--- src/hw/cfg_cmd_pkg.sv ---
// constants for the adapter configuration command interpreter
// assumes one system clock at 25 MHz and a synchronous active-low reset
package cfg_cmd_pkg;
	// -------------------------------------------------------------
	// clock and timing
	// -------------------------------------------------------------
	localparam int CLK_HZ = 25000000;
	localparam int US_CYCLES = CLK_HZ / 1000000; // cycles per microsecond
	// -------------------------------------------------------------
	// opcodes
	// -------------------------------------------------------------
	localparam logic [7:0] OP_SEL_TIMEOUT = 8'h06;
	localparam logic [7:0] OP_PREEMPT_TIME = 8'h07;
	localparam logic [7:0] OP_TIME_OFF = 8'h08;
	localparam logic [7:0] OP_XFER_RATE = 8'h09;
	localparam logic [7:0] OP_INQ_DEVICES = 8'h0A;
	localparam logic [7:0] OP_INQ_CONFIG = 8'h0B;
	localparam logic [7:0] OP_INQ_SETUP = 8'h0D;
	// -------------------------------------------------------------
	// parameter values and reset defaults
	// -------------------------------------------------------------
	localparam logic [7:0] SEL_OFF = 8'h00;
	localparam logic [7:0] SEL_ON = 8'h01;
	localparam logic [15:0] SEL_MS_RST = 16'h00FA; // 250 ms
	localparam logic [7:0] PREEMPT_US_RST = 8'h07;
	localparam logic [7:0] PREEMPT_US_MAX = 8'h0F;
	localparam logic [7:0] DEVICES_LEN = 8'h08;
	localparam logic [7:0] CONFIG_LEN = 8'h03;
	localparam logic [7:0] SETUP_LEN = 8'h10;
	// -------------------------------------------------------------
	// software register offsets (word addresses)
	// -------------------------------------------------------------
	localparam logic [3:0] A_CMD = 4'h0;    // write opcode / parameter
	localparam logic [3:0] A_DATA = 4'h1;   // read result byte
	localparam logic [3:0] A_STAT = 4'h2;   // status flags, write one clears
	localparam logic [3:0] A_MASK = 4'h3;   // interrupt mask
	localparam logic [3:0] A_SELTO = 4'h4;  // selection time-out read back
	localparam logic [3:0] A_PREEMPT = 4'h5; // preempt tenure read back
	localparam logic [3:0] A_BUSREQ = 4'h6; // bit 0 starts a bus transfer
	// status bit positions
	localparam int S_DONE = 0;
	localparam int S_REJECT = 1;
	localparam int S_READY = 2;
	localparam int S_BUS_DONE = 3;
	localparam int S_W = 4;
endpackage : cfg_cmd_pkg

--- src/hw/cfg_cmd.sv ---
// configuration and inquiry command interpreter with bus-master handshake
// assumes the host writes commands and reads results over the register port
// Summary of operation
// - opcode 06: four bytes, 00 off, 01 on
// - time-out is 16-bit ms, byte two high
// - done always; rejected on bad byte0/byte1
// - opcode 07: tenure 2..15 us, default 7; code also accepts 0 and 1
// - tenure above 15 sets rejected flag
// - request bus, wait acknowledge, then transfer
// - on preempt release within programmed tenure
// - opcodes 08 and 09 take one byte, no effect
// - opcode 0A: eight bytes, LUN bit per target
// - own ID byte zero; done after eight
// - opcode 0B: DMA and interrupt one-hot bytes
// - third config byte is own ID, upper zero
// - reported DMA channel is a configurable option
// - opcode 0D: send exactly the requested count
// - each result byte flagged ready, host reads
//
// Our own choices: the strobed register port and the register addresses.
module cfg_cmd
	import cfg_cmd_pkg::*;
(
	input wire logic CLK_SYS,
	input wire logic NRST,
	input wire logic [3:0] ADDR,
	input wire logic [7:0] WDATA,
	input wire logic WR,
	input wire logic RD,
	output logic [7:0] RDATA,
	input wire logic [63:0] LUN_MAP,
	input wire logic [2:0] OWN_ID,
	input wire logic [1:0] DMA_SEL,
	input wire logic [7:0] IRQ_ONEHOT,
	input wire logic [127:0] SETUP_INFO,
	input wire logic MASTER_ACK,
	output logic MASTER_REQ,
	output logic [15:0] SEL_TIMEOUT_MS,
	output logic SEL_TIMEOUT_EN,
	output logic IRQ
);
	typedef enum logic [1:0] {
		ST_IDLE = 2'b00,
		ST_PARAM = 2'b01,
		ST_REPLY = 2'b10
	} cmd_state_t;
	typedef enum logic [1:0] {
		BS_IDLE = 2'b00,
		BS_WAIT = 2'b01,
		BS_OWN = 2'b10,
		BS_PREEMPT = 2'b11
	} bus_state_t;

	cmd_state_t state_q;
	logic [7:0] opcode_q;
	logic [7:0] pcnt_q;      // parameter bytes still expected
	logic [7:0] pidx_q;      // parameter byte index
	logic [7:0] p0_q;
	logic [7:0] p1_q;
	logic [7:0] p2_q;
	logic [7:0] rlen_q;      // result bytes to send
	logic [7:0] ridx_q;      // next result byte index
	logic [7:0] dout_q;
	logic ready_q;
	logic [S_W-1:0] stat_q;
	logic [S_W-1:0] mask_q;
	logic [15:0] sel_ms_q;
	logic sel_en_q;
	logic [7:0] preempt_q;
	logic [7:0] rdata_q;
	logic irq_q;
	bus_state_t bus_q;
	logic [7:0] us_left_q;
	logic [7:0] tick_q;
	logic ack_s1_q;
	logic ack_s2_q;
	logic bus_start_q;

	logic cmd_wr;
	logic data_rd;
	logic set_done;
	logic set_reject;
	logic [7:0] next_byte;
	logic [7:0] dev_byte;
	logic [7:0] cfg_byte;
	logic [7:0] dma_byte;
	logic [7:0] setup_byte;

	assign cmd_wr = WR && (ADDR == A_CMD);
	assign data_rd = RD && (ADDR == A_DATA) && ready_q;

	// -------------------------------------------------------------
	// result byte selection
	// -------------------------------------------------------------
	// own target byte forced to zero
	always_comb begin
		dev_byte = LUN_MAP[ridx_q[2:0]*8 +: 8];
		if (ridx_q[2:0] == OWN_ID) begin
			dev_byte = 8'h00;
		end
	end

	// reported channel option: 0 none, 1..3 channel 5..7
	always_comb begin
		unique case (DMA_SEL)
			2'b00: dma_byte = 8'h00;
			2'b01: dma_byte = 8'h20;
			2'b10: dma_byte = 8'h40;
			2'b11: dma_byte = 8'h80;
		endcase
	end

	// configuration reply bytes
	always_comb begin
		cfg_byte = 8'h00;
		if (ridx_q == 8'h00) begin
			cfg_byte = dma_byte;
		end else if (ridx_q == 8'h01) begin
			cfg_byte = IRQ_ONEHOT & 8'h6F;
		end else begin
			cfg_byte = {5'h00, OWN_ID};
		end
	end

	// setup bytes past sixteen read as zero
	always_comb begin
		setup_byte = 8'h00;
		if (ridx_q < SETUP_LEN) begin
			setup_byte = SETUP_INFO[ridx_q[3:0]*8 +: 8];
		end
	end

	always_comb begin
		next_byte = setup_byte;
		if (opcode_q == OP_INQ_DEVICES) begin
			next_byte = dev_byte;
		end else if (opcode_q == OP_INQ_CONFIG) begin
			next_byte = cfg_byte;
		end
	end

	// -------------------------------------------------------------
	// command sequencer
	// -------------------------------------------------------------
	always_ff @(posedge CLK_SYS) begin
		set_done <= 1'b0;
		set_reject <= 1'b0;
		if (!NRST) begin
			state_q <= ST_IDLE;
			opcode_q <= 8'h00;
			pcnt_q <= 8'h00;
			pidx_q <= 8'h00;
			p0_q <= 8'h00;
			p1_q <= 8'h00;
			p2_q <= 8'h00;
			rlen_q <= 8'h00;
			ridx_q <= 8'h00;
			dout_q <= 8'h00;
			ready_q <= 1'b0;
			sel_ms_q <= SEL_MS_RST;
			sel_en_q <= 1'b1;
			preempt_q <= PREEMPT_US_RST;
			set_done <= 1'b0;
			set_reject <= 1'b0;
		end else begin
			unique case (state_q)
				ST_IDLE: begin
					if (cmd_wr) begin
						opcode_q <= WDATA;
						pidx_q <= 8'h00;
						ridx_q <= 8'h00;
						if (WDATA == OP_SEL_TIMEOUT) begin
							pcnt_q <= 8'h04;
							state_q <= ST_PARAM;
						end else if (WDATA == OP_PREEMPT_TIME || WDATA == OP_TIME_OFF
							|| WDATA == OP_XFER_RATE || WDATA == OP_INQ_SETUP) begin
							pcnt_q <= 8'h01;
							state_q <= ST_PARAM;
						end else if (WDATA == OP_INQ_DEVICES || WDATA == OP_INQ_CONFIG) begin
							rlen_q <= (WDATA == OP_INQ_DEVICES) ? DEVICES_LEN : CONFIG_LEN;
							state_q <= ST_REPLY;
						end else begin
							set_done <= 1'b1;
							set_reject <= 1'b1;
						end
					end
				end
				ST_PARAM: begin
					if (cmd_wr) begin
						pidx_q <= pidx_q + 8'h01;
						pcnt_q <= pcnt_q - 8'h01;
						if (pidx_q == 8'h00) p0_q <= WDATA;
						if (pidx_q == 8'h01) p1_q <= WDATA;
						if (pidx_q == 8'h02) p2_q <= WDATA;
						if (pcnt_q == 8'h01) begin
							state_q <= ST_IDLE;
							if (opcode_q == OP_SEL_TIMEOUT) begin
								set_done <= 1'b1;
								if ((p0_q != SEL_OFF && p0_q != SEL_ON) || p1_q != 8'h00) begin
									set_reject <= 1'b1;
								end else begin
									sel_en_q <= (p0_q == SEL_ON);
									sel_ms_q <= {p2_q, WDATA};
								end
							end else if (opcode_q == OP_PREEMPT_TIME) begin
								set_done <= 1'b1;
								if (WDATA > PREEMPT_US_MAX) begin
									set_reject <= 1'b1;
								end else begin
									preempt_q <= WDATA;
								end
							end else if (opcode_q == OP_INQ_SETUP) begin
								rlen_q <= WDATA;
								if (WDATA == 8'h00) begin
									set_done <= 1'b1;
								end else begin
									state_q <= ST_REPLY;
								end
							end else begin
								set_done <= 1'b1;
							end
						end
					end
				end
				ST_REPLY: begin
					// offer one byte, wait for it to be read
					if (!ready_q) begin
						dout_q <= next_byte;
						ready_q <= 1'b1;
						ridx_q <= ridx_q + 8'h01;
					end else if (data_rd) begin
						ready_q <= 1'b0;
						if (ridx_q == rlen_q) begin
							set_done <= 1'b1;
							state_q <= ST_IDLE;
						end
					end
				end
				default: state_q <= ST_IDLE;
			endcase
		end
	end

	// -------------------------------------------------------------
	// bus-master request and preemption
	// -------------------------------------------------------------
	always_ff @(posedge CLK_SYS) begin
		if (!NRST) begin
			ack_s1_q <= 1'b0;
			ack_s2_q <= 1'b0;
		end else begin
			ack_s1_q <= MASTER_ACK;
			ack_s2_q <= ack_s1_q;
		end
	end

	always_ff @(posedge CLK_SYS) begin
		if (!NRST) begin
			bus_start_q <= 1'b0;
		end else begin
			bus_start_q <= WR && (ADDR == A_BUSREQ) && WDATA[0];
		end
	end

	always_ff @(posedge CLK_SYS) begin
		if (!NRST) begin
			bus_q <= BS_IDLE;
			us_left_q <= 8'h00;
			tick_q <= 8'h00;
		end else begin
			unique case (bus_q)
				BS_IDLE: begin
					if (bus_start_q) bus_q <= BS_WAIT;
				end
				BS_WAIT: begin
					if (ack_s2_q) bus_q <= BS_OWN;
				end
				BS_OWN: begin
					if (!ack_s2_q) begin
						bus_q <= BS_PREEMPT;
						us_left_q <= (preempt_q > 8'h01) ? preempt_q - 8'h01 : 8'h01; // no wrap
						tick_q <= 8'h00;
					end
				end
				BS_PREEMPT: begin
					// release before programmed tenure runs out
					if (tick_q == 8'(US_CYCLES - 1)) begin
						tick_q <= 8'h00;
						if (us_left_q <= 8'h01) begin
							bus_q <= BS_IDLE;
						end else begin
							us_left_q <= us_left_q - 8'h01;
						end
					end else begin
						tick_q <= tick_q + 8'h01;
					end
				end
			endcase
		end
	end

	always_ff @(posedge CLK_SYS) begin
		if (!NRST) begin
			MASTER_REQ <= 1'b0;
		end else begin
			MASTER_REQ <= (bus_q == BS_WAIT) || (bus_q == BS_OWN);
		end
	end

	// -------------------------------------------------------------
	// status, mask, interrupt
	// -------------------------------------------------------------
	always_ff @(posedge CLK_SYS) begin
		if (!NRST) begin
			stat_q <= '0;
			mask_q <= '0;
		end else begin
			// set wins over write-one clear
			stat_q <= (stat_q & ~((WR && ADDR == A_STAT) ? WDATA[S_W-1:0] : '0))
				| {(bus_q == BS_PREEMPT) && (tick_q == 8'(US_CYCLES - 1))
					&& (us_left_q <= 8'h01),
					(state_q == ST_REPLY) && !ready_q, set_reject, set_done};
			if (WR && ADDR == A_MASK) mask_q <= WDATA[S_W-1:0];
		end
	end

	always_ff @(posedge CLK_SYS) begin
		if (!NRST) begin
			irq_q <= 1'b0;
		end else begin
			irq_q <= |(stat_q & mask_q);
		end
	end

	// -------------------------------------------------------------
	// register read port
	// -------------------------------------------------------------
	always_ff @(posedge CLK_SYS) begin
		if (!NRST) begin
			rdata_q <= 8'h00;
		end else if (RD) begin
			unique case (ADDR)
				A_DATA: rdata_q <= dout_q;
				A_STAT: rdata_q <= {3'h0, ready_q, stat_q};
				A_MASK: rdata_q <= {4'h0, mask_q};
				A_SELTO: rdata_q <= sel_ms_q[7:0];
				A_PREEMPT: rdata_q <= preempt_q;
				A_BUSREQ: rdata_q <= {6'h00, bus_q};
				default: rdata_q <= 8'h00;
			endcase
		end else begin
			rdata_q <= 8'h00;
		end
	end

	assign RDATA = rdata_q;
	assign IRQ = irq_q;
	assign SEL_TIMEOUT_MS = sel_ms_q;
	assign SEL_TIMEOUT_EN = sel_en_q;
endmodule : cfg_cmd

--- config.mk ---
export PLATFORM = sky130hd
export DESIGN_NAME = cfg_cmd
export DESIGN_NICKNAME = d
export VERILOG_FILES = /design/src/hw/cfg_cmd_pkg.sv /design/src/hw/cfg_cmd.sv
export SDC_FILE = /design/constraint.sdc
export NUM_CORES = 1
export LEC_CHECK = 0
export ABC_CLOCK_PERIOD_IN_PS = 2280
export BUFFER_PORTS_ARGS = -buffer_cell sky130_fd_sc_hd__buf_2
export CORE_ASPECT_RATIO = 0.9
export CORE_MARGIN = 4
export CORE_UTILIZATION = 48
export DETAILED_ROUTE_END_ITERATION = 8
export PLACE_DENSITY = 0.78
export SYNTH_ARGS = -nofsm -noshare
export SYNTH_HDL_FRONTEND = slang
export SYNTH_SLANG_ARGS = --single-unit
--- constraint.sdc ---
create_clock -name CLK_SYS -period 2.28 [get_ports CLK_SYS]
set_clock_uncertainty 0.15 [all_clocks]
set_input_delay 0.342 -clock CLK_SYS [delete_from_list [all_inputs] [get_ports CLK_SYS]]
set_output_delay 0.342 -clock CLK_SYS [all_outputs]
set_load 0.03 [all_outputs]
== Word-level counts from Yosys, hierarchy flattened ==
Index checks and enable logic that the tools add are counted.

* Register bits: 141
* Logic and storage cells: 231
* Input bits: 222

* Equal/unequal tests: 56
* Order comparisons: 4
* Bitwise logic cells: 8
* Add/sub/neg operators: 6
* Shift operators: 2
* Multiplexer cells: 81
* Reduce and logical (&&, ||, !) cells: 47

{| class="wikitable"
|+ Operators by type and width
! operator !! count
|-
| two-way mux 8 bit || 27
|-
| variable part select 128 x 8 -> 8 bit || 1
|-
| case mux 8 bit (2 select lines) || 6
|-
| equality test 8 x 4 -> 1 bit, second input constant || 8
|-
| variable part select 64 x 7 -> 8 bit || 1
|-
| case mux 8 bit (6 select lines) || 1
|-
| != test 2 bit, second input constant || 19
|-
| two-way mux 2 bit || 18
|-
| equality test 8 x 1 -> 1 bit, second input constant || 4
|-
| equality test 8 x 3 -> 1 bit, second input constant || 4
|-
| case mux 8 bit (4 select lines) || 1
|-
| adder 8 x 1 -> 8 bit, second input constant || 3
|-
| logical NOT 8 bit || 3
|-
| subtractor 8 x 1 -> 8 bit, second input constant || 3
|-
| two-way mux 1 bit || 21
|-
| nonzero test 8 bit || 2
|-
| AND reduction 3 bit || 5
|-
| equality test 4 x 3 -> 1 bit, second input constant || 3
|-
| logical AND 1 bit || 11
|-
| equality test 2 bit, second input constant || 5
|-
| AND reduction 10 bit || 1
|-
| AND reduction 5 bit || 2
|-
| AND 4 bit || 2
|-
| equality test 4 x 2 -> 1 bit, second input constant || 2
|-
| 32 further kinds || 51
|}

== Longest topological paths before layout ==
Gate-level depths: netlist of the first run.

* Word-level depth: 8
* Depth in mapped cells: 9
* Gate-level depth less buffers: 7

== Least setup slack after synthesis of the first run ==
No wires, ideal clock.

* Path kind: register -> register
* Start: register ridx_q[1]
* End: register dout_q[2]
* Clock period less this slack: 2.403 ns
* Cell stages (with the launch flop): 10
* Arrival time: 2.117 ns
* Library setup time: 0.136 ns
* Setup slack: -0.123 ns
* Required time: 1.994 ns
* Cell sequence: dfxtp_1 -> buf_2 -> buf_2 -> buf_2 -> inv_1 -> ha_1 -> nand3_1 -> mux2_2 -> a221oi_1 -> a31oi_1

* Word-level cells in the longest chain between the ends: 5

{| class="wikitable"
|+ Ends and longest elaborated chain
! element !! line !! text
|-
| start, declared || cfg_cmd.sv:62 || <nowiki>logic [7:0] ridx_q;</nowiki>
|-
| start signal, assigned || cfg_cmd.sv:230 || <nowiki>ridx_q <= ridx_q + 8'h01;</nowiki>
|-
| branches (longest 4 deep; another with variable part select 128 x 8 -> 8 bit) || n/a ||
|-
| two-way mux 8 bit * || cfg_cmd.sv:135 || <nowiki>if (opcode_q == OP_INQ_DEVICES) begin</nowiki>
|-
| end signal, assigned || cfg_cmd.sv:228 || <nowiki>dout_q <= next_byte;</nowiki>
|-
| end, declared || cfg_cmd.sv:63 || <nowiki>logic [7:0] dout_q;</nowiki>
|}

Mark *: on every way between the ends.
A chain may end at the register's enable or synchronous reset.

== Worst setup path in the final report of the first run ==
* Start: register opcode_q[7]
* End: register rlen_q[1]

* Word-level cells in the longest chain between the ends: 3

{| class="wikitable"
|+ Ends and longest elaborated chain
! element !! line !! text
|-
| start, declared || cfg_cmd.sv:55 || <nowiki>logic [7:0] opcode_q;</nowiki>
|-
| start signal, assigned || cfg_cmd.sv:150 || <nowiki>opcode_q <= 8'h00;</nowiki>
|-
| start signal, assigned || cfg_cmd.sv:169 || <nowiki>opcode_q <= WDATA;</nowiki>
|-
| equality test 8 x 4 -> 1 bit, or another cell as far along || cfg_cmd.sv:212 || <nowiki>end else if (opcode_q == OP_INQ_SETUP) begin</nowiki>
|-
| != test 2 bit (no line) || n/a ||
|-
| AND reduction 10 bit (no line) * || n/a ||
|-
| end signal, assigned || cfg_cmd.sv:180 || <nowiki>rlen_q <= (WDATA == OP_INQ_DEVICES) ? DEVICES_LEN : CONFIG_LEN;</nowiki>
|-
| end, declared || cfg_cmd.sv:61 || <nowiki>logic [7:0] rlen_q;</nowiki>
|}

Every way passes the cells marked *; elsewhere a longest branch is shown, timed or not.

==> out/results.txt, run 1 <==
Post-synthesis cell area: 8460 sq um
EDFF count, synth: 0
Internal Power: 4460 uW
CP max stage cell: or4_1
# IOs: 249
Clock period minus worst slack: 2.16 ns
CTS sink count: 141
Max-slew violation count: 0
Pre-antenna DRT Iters: 5
Clock-pin slew on the worst setup and hold paths: 0.06 ns
Number of global-route vias before repair: 8431
Crit path max fanout: 3
Drt initial violations: 603
Antenna cells: 0
Vias: 8317
Avg Cell Area, Syn: 9.26 sq um
Final Wtd Congestion: 0.882
Placed insts: 1398
Post-Syn Nets: 1155
Via density: 5.81
Switch Pwr: 1460 uW
First-pass GRT wire length: 42300 microns
Worst Path Required: 2.48 ns
DRC viols: 0
Hold Fails Final Rpt: 0
Final wirelength: 26700 microns
Max Freq: 0.464 GHz
Final core occ: 63.7%
Synth unique cells: 75
Die area: 19800 sq um
Post-synthesis sequential area ratio: 33.4%
Flop and latch count out of synthesis: 141
Pin count of the biggest net entering global routing: 42
Yosys warns: 0
Slew headroom: 60.9%
Status: finished, final reports clean
Filler instances: 1405
Crit-path cells: or4_1 -> nor2_2 -> a31oi_2 -> or4_1 -> a21oi_1
RSZ-0062 raised after global routing: no
Yosys top cell area share: 33.4%
Crit start category: register
Final ANT Viol Nets: 0
Layout area overhead: 28.5%
TritonCTS clock tree: yes
Wire length per cell: 18.7 microns
Placeable Area: 17100 sq um
PwrDens: 544 nW/um^2
GRT Resource Usage Total: 26.5%
Worst slew pin tran: 0.581 ns
Die X: 148 microns
GRT overflow: 0
Clk pwr share: 47.4%
Hold Crit Class: input pin to register
Clk_lat worst skew: 0.42 ns
Cell Area, Placed: 10300 sq um
Combinational share of power: 10.4%
Port bufs: 246
DPL Wire Length: 20400 microns
Root Driver: clkbuf_16
Max Buffers Root-to-Sink: 2
Pre-CTS WS: -0.00956 ns
Final setup viols: 0
Gate Count Post-Synth: 914
Critical setup path kind: register to register
Switching share of power: 24.7%
Top_reg_cell synth: dfxtp_1
Max Cap Viol: 0
Initial antenna violation count: 3
Layout cells sized above 1: 35.3%
Flop pwr share: 42.2%
P_leak: 0.00467 uW
Async S/R FF share, synth: 0%
Max VDD drop: 0.443 mV
Design area: 10900 sq um
Die Y: 134 microns
CTS Buf Count: 17
Non-filler cells, final: 1431
Top cells by area, synth: dfxtp_1 33%, mux4_2 12%, mux2i_1 7.8%
NumNets Final: 1424
Area leader, netlist: dfxtp_1
H-tree Lvls: 4
Slowest stage delay, CP: 0.59 ns
CP Capture Type: register
FP Rows: 45
Fin worst setup slack: 0.123 ns
Most used cell along the critical path: or4_1
Worst endpoint data arrival time: 2.36 ns
Initial core utilization: 49.6%
Tcrit/Tclk final: 94.6%
==> per-stage QoR <==
stage	power, uW	hold slack, ns	TNS [ns]
global placement	3150	0.268	-0.00314
detailed placement	3160	0.280	-0.0181
global route	6110	0.0886	0
CTS	5940	0.0549	0
floorplan	2850	0.262	0
finish	5920	0.0726	0
==> synthesized netlist by cell type (3+ instances only) <==
| cell | n |
|---|---|
| o211ai_1 | 7 |
| a22o_1 | 6 |
| a21boi_0 | 3 |
| a221oi_1 | 7 |
| nand2_1 | 81 |
| dfxtp_1 | 141 |
| buf_2 | 12 |
| buf_4 | 4 |
| and3_1 | 12 |
| buf_1 | 4 |
| nor2b_1 | 12 |
| a21oi_1 | 42 |
| a31oi_1 | 8 |
| a211oi_1 | 3 |
| mux4_2 | 46 |
| mux2_2 | 14 |
| o21a_1 | 5 |
| nand4_1 | 18 |
| and2_1 | 9 |
| nor3b_1 | 4 |
| clkbuf_1 | 37 |
| a22oi_1 | 13 |
| o221ai_1 | 6 |
| nand3b_1 | 3 |
| or3_1 | 7 |
| and4_1 | 5 |
| nand2b_1 | 10 |
| o22ai_1 | 5 |
| mux2i_1 | 66 |
| nor2_1 | 105 |
| or4_1 | 7 |
| ha_1 | 19 |
| xnor2_1 | 11 |
| inv_1 | 22 |
| o21ai_0 | 29 |
| o31a_1 | 3 |
| nor4_1 | 16 |
| nand3_1 | 24 |
| nor3_1 | 18 |
| xor2_1 | 22 |
| o31ai_1 | 3 |
==> final cells by class <==
| type | instances | area (sq um) | area share (%) |
|---|---|---|---|
| Multi-Input combinational cell | 691 | 5290 | 48.6 |
| Clock inverter | 13 | 154 | 1.42 |
| Tap cell | 235 | 294 | 2.70 |
| Timing Repair Buffer | 310 | 1790 | 16.5 |
| Inverter | 22 | 82.6 | 0.759 |
| Clock buffer | 19 | 443 | 4.07 |
| Sequential cell | 141 | 2830 | 26.0 |
==> critical path: cells and delay by family (launching register included) <==
kind | cells | cell delay, ns
DFF | 1 | 0.35
AOI/OAI and AO/OA | 2 | 0.30
and+or+nand+nor | 3 | 1.28
==> per-layer routing <==
layer  up-vias  global-route usage (%)  part of all wire [%]
li1       3945                       -                     -
met1      3968                    31.6                    39
met2       341                    48.2                    52
met3        61                    4.56                   6.5
met4         2                    9.54                   2.8
met5         -                       0                 0.049
==> logic make-up (layout without fill, tap and decap cells) <==
family / count (synthesis) / count (layout) / synth area share (%)
buf+inv: 82 / 364 / 4.24
mux: 126 / 126 / 21.9
xor+xnor: 33 / 33 / 3.42
compound gates: 163 / 163 / 13.1
flops: 141 / 141 / 33.4
simple gates: 350 / 350 / 21.1
fa+ha+maj: 19 / 19 / 2.81
==> final timing paths <==
| check | from | end | slack (ns) | cells past startpoint |
|---|---|---|---|---|
| setup / recovery | opcode_q[7] | rlen_q[1] | 0.12 | 5 |
| hold / removal | WR | bus_start_q | 0.07 | 3 |
| setup reg to reg | opcode_q[7] | rlen_q[1] | 0.12 | 5 |
| hold reg to reg | ack_s1_q | ack_s2_q | 0.31 | 1 |
==> timing repair <==
item	4_1_cts	5_1_grt
hold buffers	1	0
gates resized for setup	0	0
buffers inserted	0	0
hold endpoints to repair	1	0
==> state kept, by name, indices dropped and copies added (netlist names), 8 cells and up <==
register and flops:
us_left_q 8, SEL_TIMEOUT_MS 16, pidx_q 8, pcnt_q 8, rlen_q 8, p2_q 8, RDATA 8, opcode_q 8
ridx_q 8, preempt_q 8, p1_q 8, p0_q 8, dout_q 8, tick_q 8
==> power by group through the flow <==
stage               registers [uW]  logic (uW)  clock network, uW
finish                        2500         613               2810
global route                  2500         665               2940
CTS                           2500         608               2830
detailed placement            2550         601                  0
global placement              2550         591                  0
floorplan                     2560         283                  0
==> cells in the final DEF, fill, tap and decap left out, types with 9 or more instances in the layout <==
cell type,n
and3_1,12
mux4_2,46
inv_1,21
dfxtp_1,138
buf_2,246
nor2b_1,12
mux2_2,14
a21oi_1,42
nor4_1,15
and2_1,9
nand4_1,18
nand3_1,24
xor2_1,22
nand2_1,81
clkbuf_16,17
mux2i_1,66
nand2b_1,10
nor2_1,105
ha_1,19
buf_4,57
xnor2_1,11
nor3_1,18
o21ai_0,29
a22oi_1,13
No activity file was read; power rests on OpenSTA's default activity.
==> run 2, diff against run 1 <==
==> constraint.sdc (replaced) <==
create_clock -name CLK_SYS -period 2.28 [get_ports CLK_SYS]
set_clock_uncertainty 0.15 [all_clocks]
set_input_delay 0.456 -clock CLK_SYS [delete_from_list [all_inputs] [get_ports CLK_SYS]]
set_output_delay 0.456 -clock CLK_SYS [all_outputs]
set_load 0.03 [all_outputs]
==> run 2 against run 1 <==
Against the previous run:
- non-clock buffer count fell by 2
- first-iteration DRC count rose by 7.5%
- worst setup slack got worse by 0.027 ns
- sequential power barely moved
- register-to-register slack got worse by 0.03 ns
- highest routed layer unchanged
==> out/results.txt, run 2 (synthesized netlist as in run 1, its figures left out) <==
Status: finished, final reports clean
Internal Power: 4550 uW (+2.0%)
Clk_lat worst skew: 0.42 ns (about the same)
Die Y: 134 microns (unchanged)
Switch Pwr: 1420 uW (-2.8%)
CTS Buf Count: 17 (unchanged)
Worst slew pin tran: 0.603 ns (+0.0218 ns)
RSZ-0062 raised after global routing: yes
Max Buffers Root-to-Sink: 2 (unchanged)
Max Freq: 0.458 GHz (-1.2%)
Final ANT Viol Nets: 0 (unchanged)
Clock-pin slew on the worst setup and hold paths: 0.06 ns (about the same)
Tcrit/Tclk final: 95.8% (+1.2 points)
H-tree Lvls: 4 (unchanged)
TritonCTS clock tree: yes
CP Capture Type: register
Pre-CTS WS: -0.101 ns (-0.0917 ns)
# IOs: 249 (unchanged)
First-pass GRT wire length: 42800 microns (+1.2%)
Placeable Area: 17100 sq um (unchanged)
Max-slew violation count: 0 (unchanged)
Final wirelength: 27200 microns (+1.8%)
Layout area overhead: 29.1%
Port bufs: 246 (unchanged)
NumNets Final: 1422 (-0.14%)
P_leak: 0.00468 uW (+0.32%)
Drt initial violations: 648 (+7.5%)
Clock period minus worst slack: 2.18 ns (+0.0268 ns)
GRT overflow: 0 (unchanged)
Reg2Reg Depth: 6 (+1)
Layout cells sized above 1: 35.5% (+0.17 points)
Clk pwr share: 47.7% (+0.3 points)
Critical setup path kind: register to register
Commonest non-fill, non-tap cell in the layout: buf_2
Via density: 5.86 (+0.80%)
DRC viols: 0 (unchanged)
Initial core utilization: 49.6% (unchanged)
WHS: 0.108 ns (+0.0352 ns)
Crit start category: register
Pin count of the biggest net entering global routing: 83 (+98%)
Pre-antenna DRT Iters: 5 (unchanged)
Reg2Reg Setup Slack: 0.1 ns (-0.03 ns)
Die X: 148 microns (unchanged)
Non-filler cells, final: 1429 (-0.14%)
Placed insts: 1397 (-0.072%)
Slew headroom: 59.5% (-1.4 points)
Root Driver: clkbuf_16
Commonest non-fill, non-tap cells in the layout: 246 x buf_2, 138 x dfxtp_1, 105 x nor2_1
Setup tns final: 0 ns (unchanged)
Max Cap Viol: 0 (unchanged)
Hold Crit Class: input pin to register
Switching share of power: 23.8% (-0.88 points)
Initial antenna violation count: 2 (-1)
PwrDens: 546 nW/um^2 (+0.41%)
Wire length per cell: 19.0 microns (+2.0%)
CTS sink count: 141 (unchanged)
Vias: 8372 (+0.66%)
GRT Resource Usage Total: 26.8% (+0.22 points)
DPL Wire Length: 20500 microns (+0.58%)
Crit path max fanout: 7 (+4)
Flop pwr share: 41.9% (-0.3 points)
Worst Path Required: 2.41 ns (-0.07 ns)
Fin worst setup slack: 0.0962 ns (-0.0268 ns)
Number of global-route vias before repair: 8445 (+0.17%)
Max reg flops: 16 (unchanged)
Hold Path Cell Cnt: 2 (-1)
Final Wtd Congestion: 0.918 (+4.1%)
Combinational share of power: 10.4% (about the same)
FP Rows: 45 (unchanged)
Final setup viols: 0 (unchanged)
Worst endpoint data arrival time: 2.31 ns (-0.05 ns)
Post-CTS setup buffers: 0 (unchanged)
Hold Fails Final Rpt: 0 (unchanged)
Die area: 19800 sq um (unchanged)
Max VDD drop: 0.424 mV (-4.4%)
run 2: cell types whose count changed in the layout (fill, tap and decap cells not counted), sizes merged:
| cell | delta |
|---|---|
| inv | -3 |
| buf | -1 |
| bufinv | +1 |
| clkinvlp | +1 |
| diode | +1 |
| dlygate4sd3 | -1 |
run 2: final cells by class:
class	count	area, sq um
Timing Repair Buffer	308	1800
Inverter	22	82.6
Fill cell	1379	6140
Antenna cell	1	2.50
Sequential cell	141	2830
Tap cell	235	294
Clock inverter	12	160
Clock buffer	19	443
Multi-Input combinational cell	691	5320
run 2: power by group through the flow:
stage / Clock, uW / Sequential, uW / Combinational, uW
2_1_floorplan: 0 / 2560 / 283
3_3_place_gp: 0 / 2550 / 595
3_5_place_dp: 0 / 2560 / 605
4_1_cts: 2860 / 2500 / 612
5_1_grt: 2980 / 2500 / 667
6_report: 2850 / 2500 / 619
run 2: worst paths after layout:
check,start,end
worst max-delay path,preempt_q[2],us_left_q[2]
worst min-delay path,MASTER_ACK,ack_s1_q
worst max register to register,preempt_q[2],us_left_q[2]
worst min register to register,ack_s1_q,ack_s2_q
run 2: timing repair:
action                                  in CTS  in global routing
resized for setup                            0                  4
hold buffers                                 0                  0
endpoints found under the setup margin       0                 19
run 2: worst max-delay path, stage by stage (launching register included):
cell and delay [ns]:
dfxtp_1 0.40, or4_1 0.62, o41ai_2 0.46, buf_4 0.21
o22ai_1 0.08, nand2_1 0.07, a21oi_1 0.06
run 2: per-layer routing:
metal / routed length [microns] / vias up / global-route usage (%)
li1: - / 3945 / -
met1: 10600 / 4006 / 31.4
met2: 14000 / 361 / 48.9
met3: 1820 / 58 / 5.71
met4: 751 / 2 / 8.31
met5: 7 / - / 0
run 2: through the flow:
| stage | utilization (%) | total power, uW | cell area, sq um |
|---|---|---|---|
| 2_1_floorplan | - | 2850 | 8480 |
| 6_report | 64.0 | 5970 | 10900 |
| 5_1_grt | 64.0 | 6150 | 10900 |
| 3_3_place_gp | 60.3 | 3150 | 10300 |
| 4_1_cts | 63.9 | 5980 | 10900 |
| 3_5_place_dp | 60.3 | 3160 | 10300 |
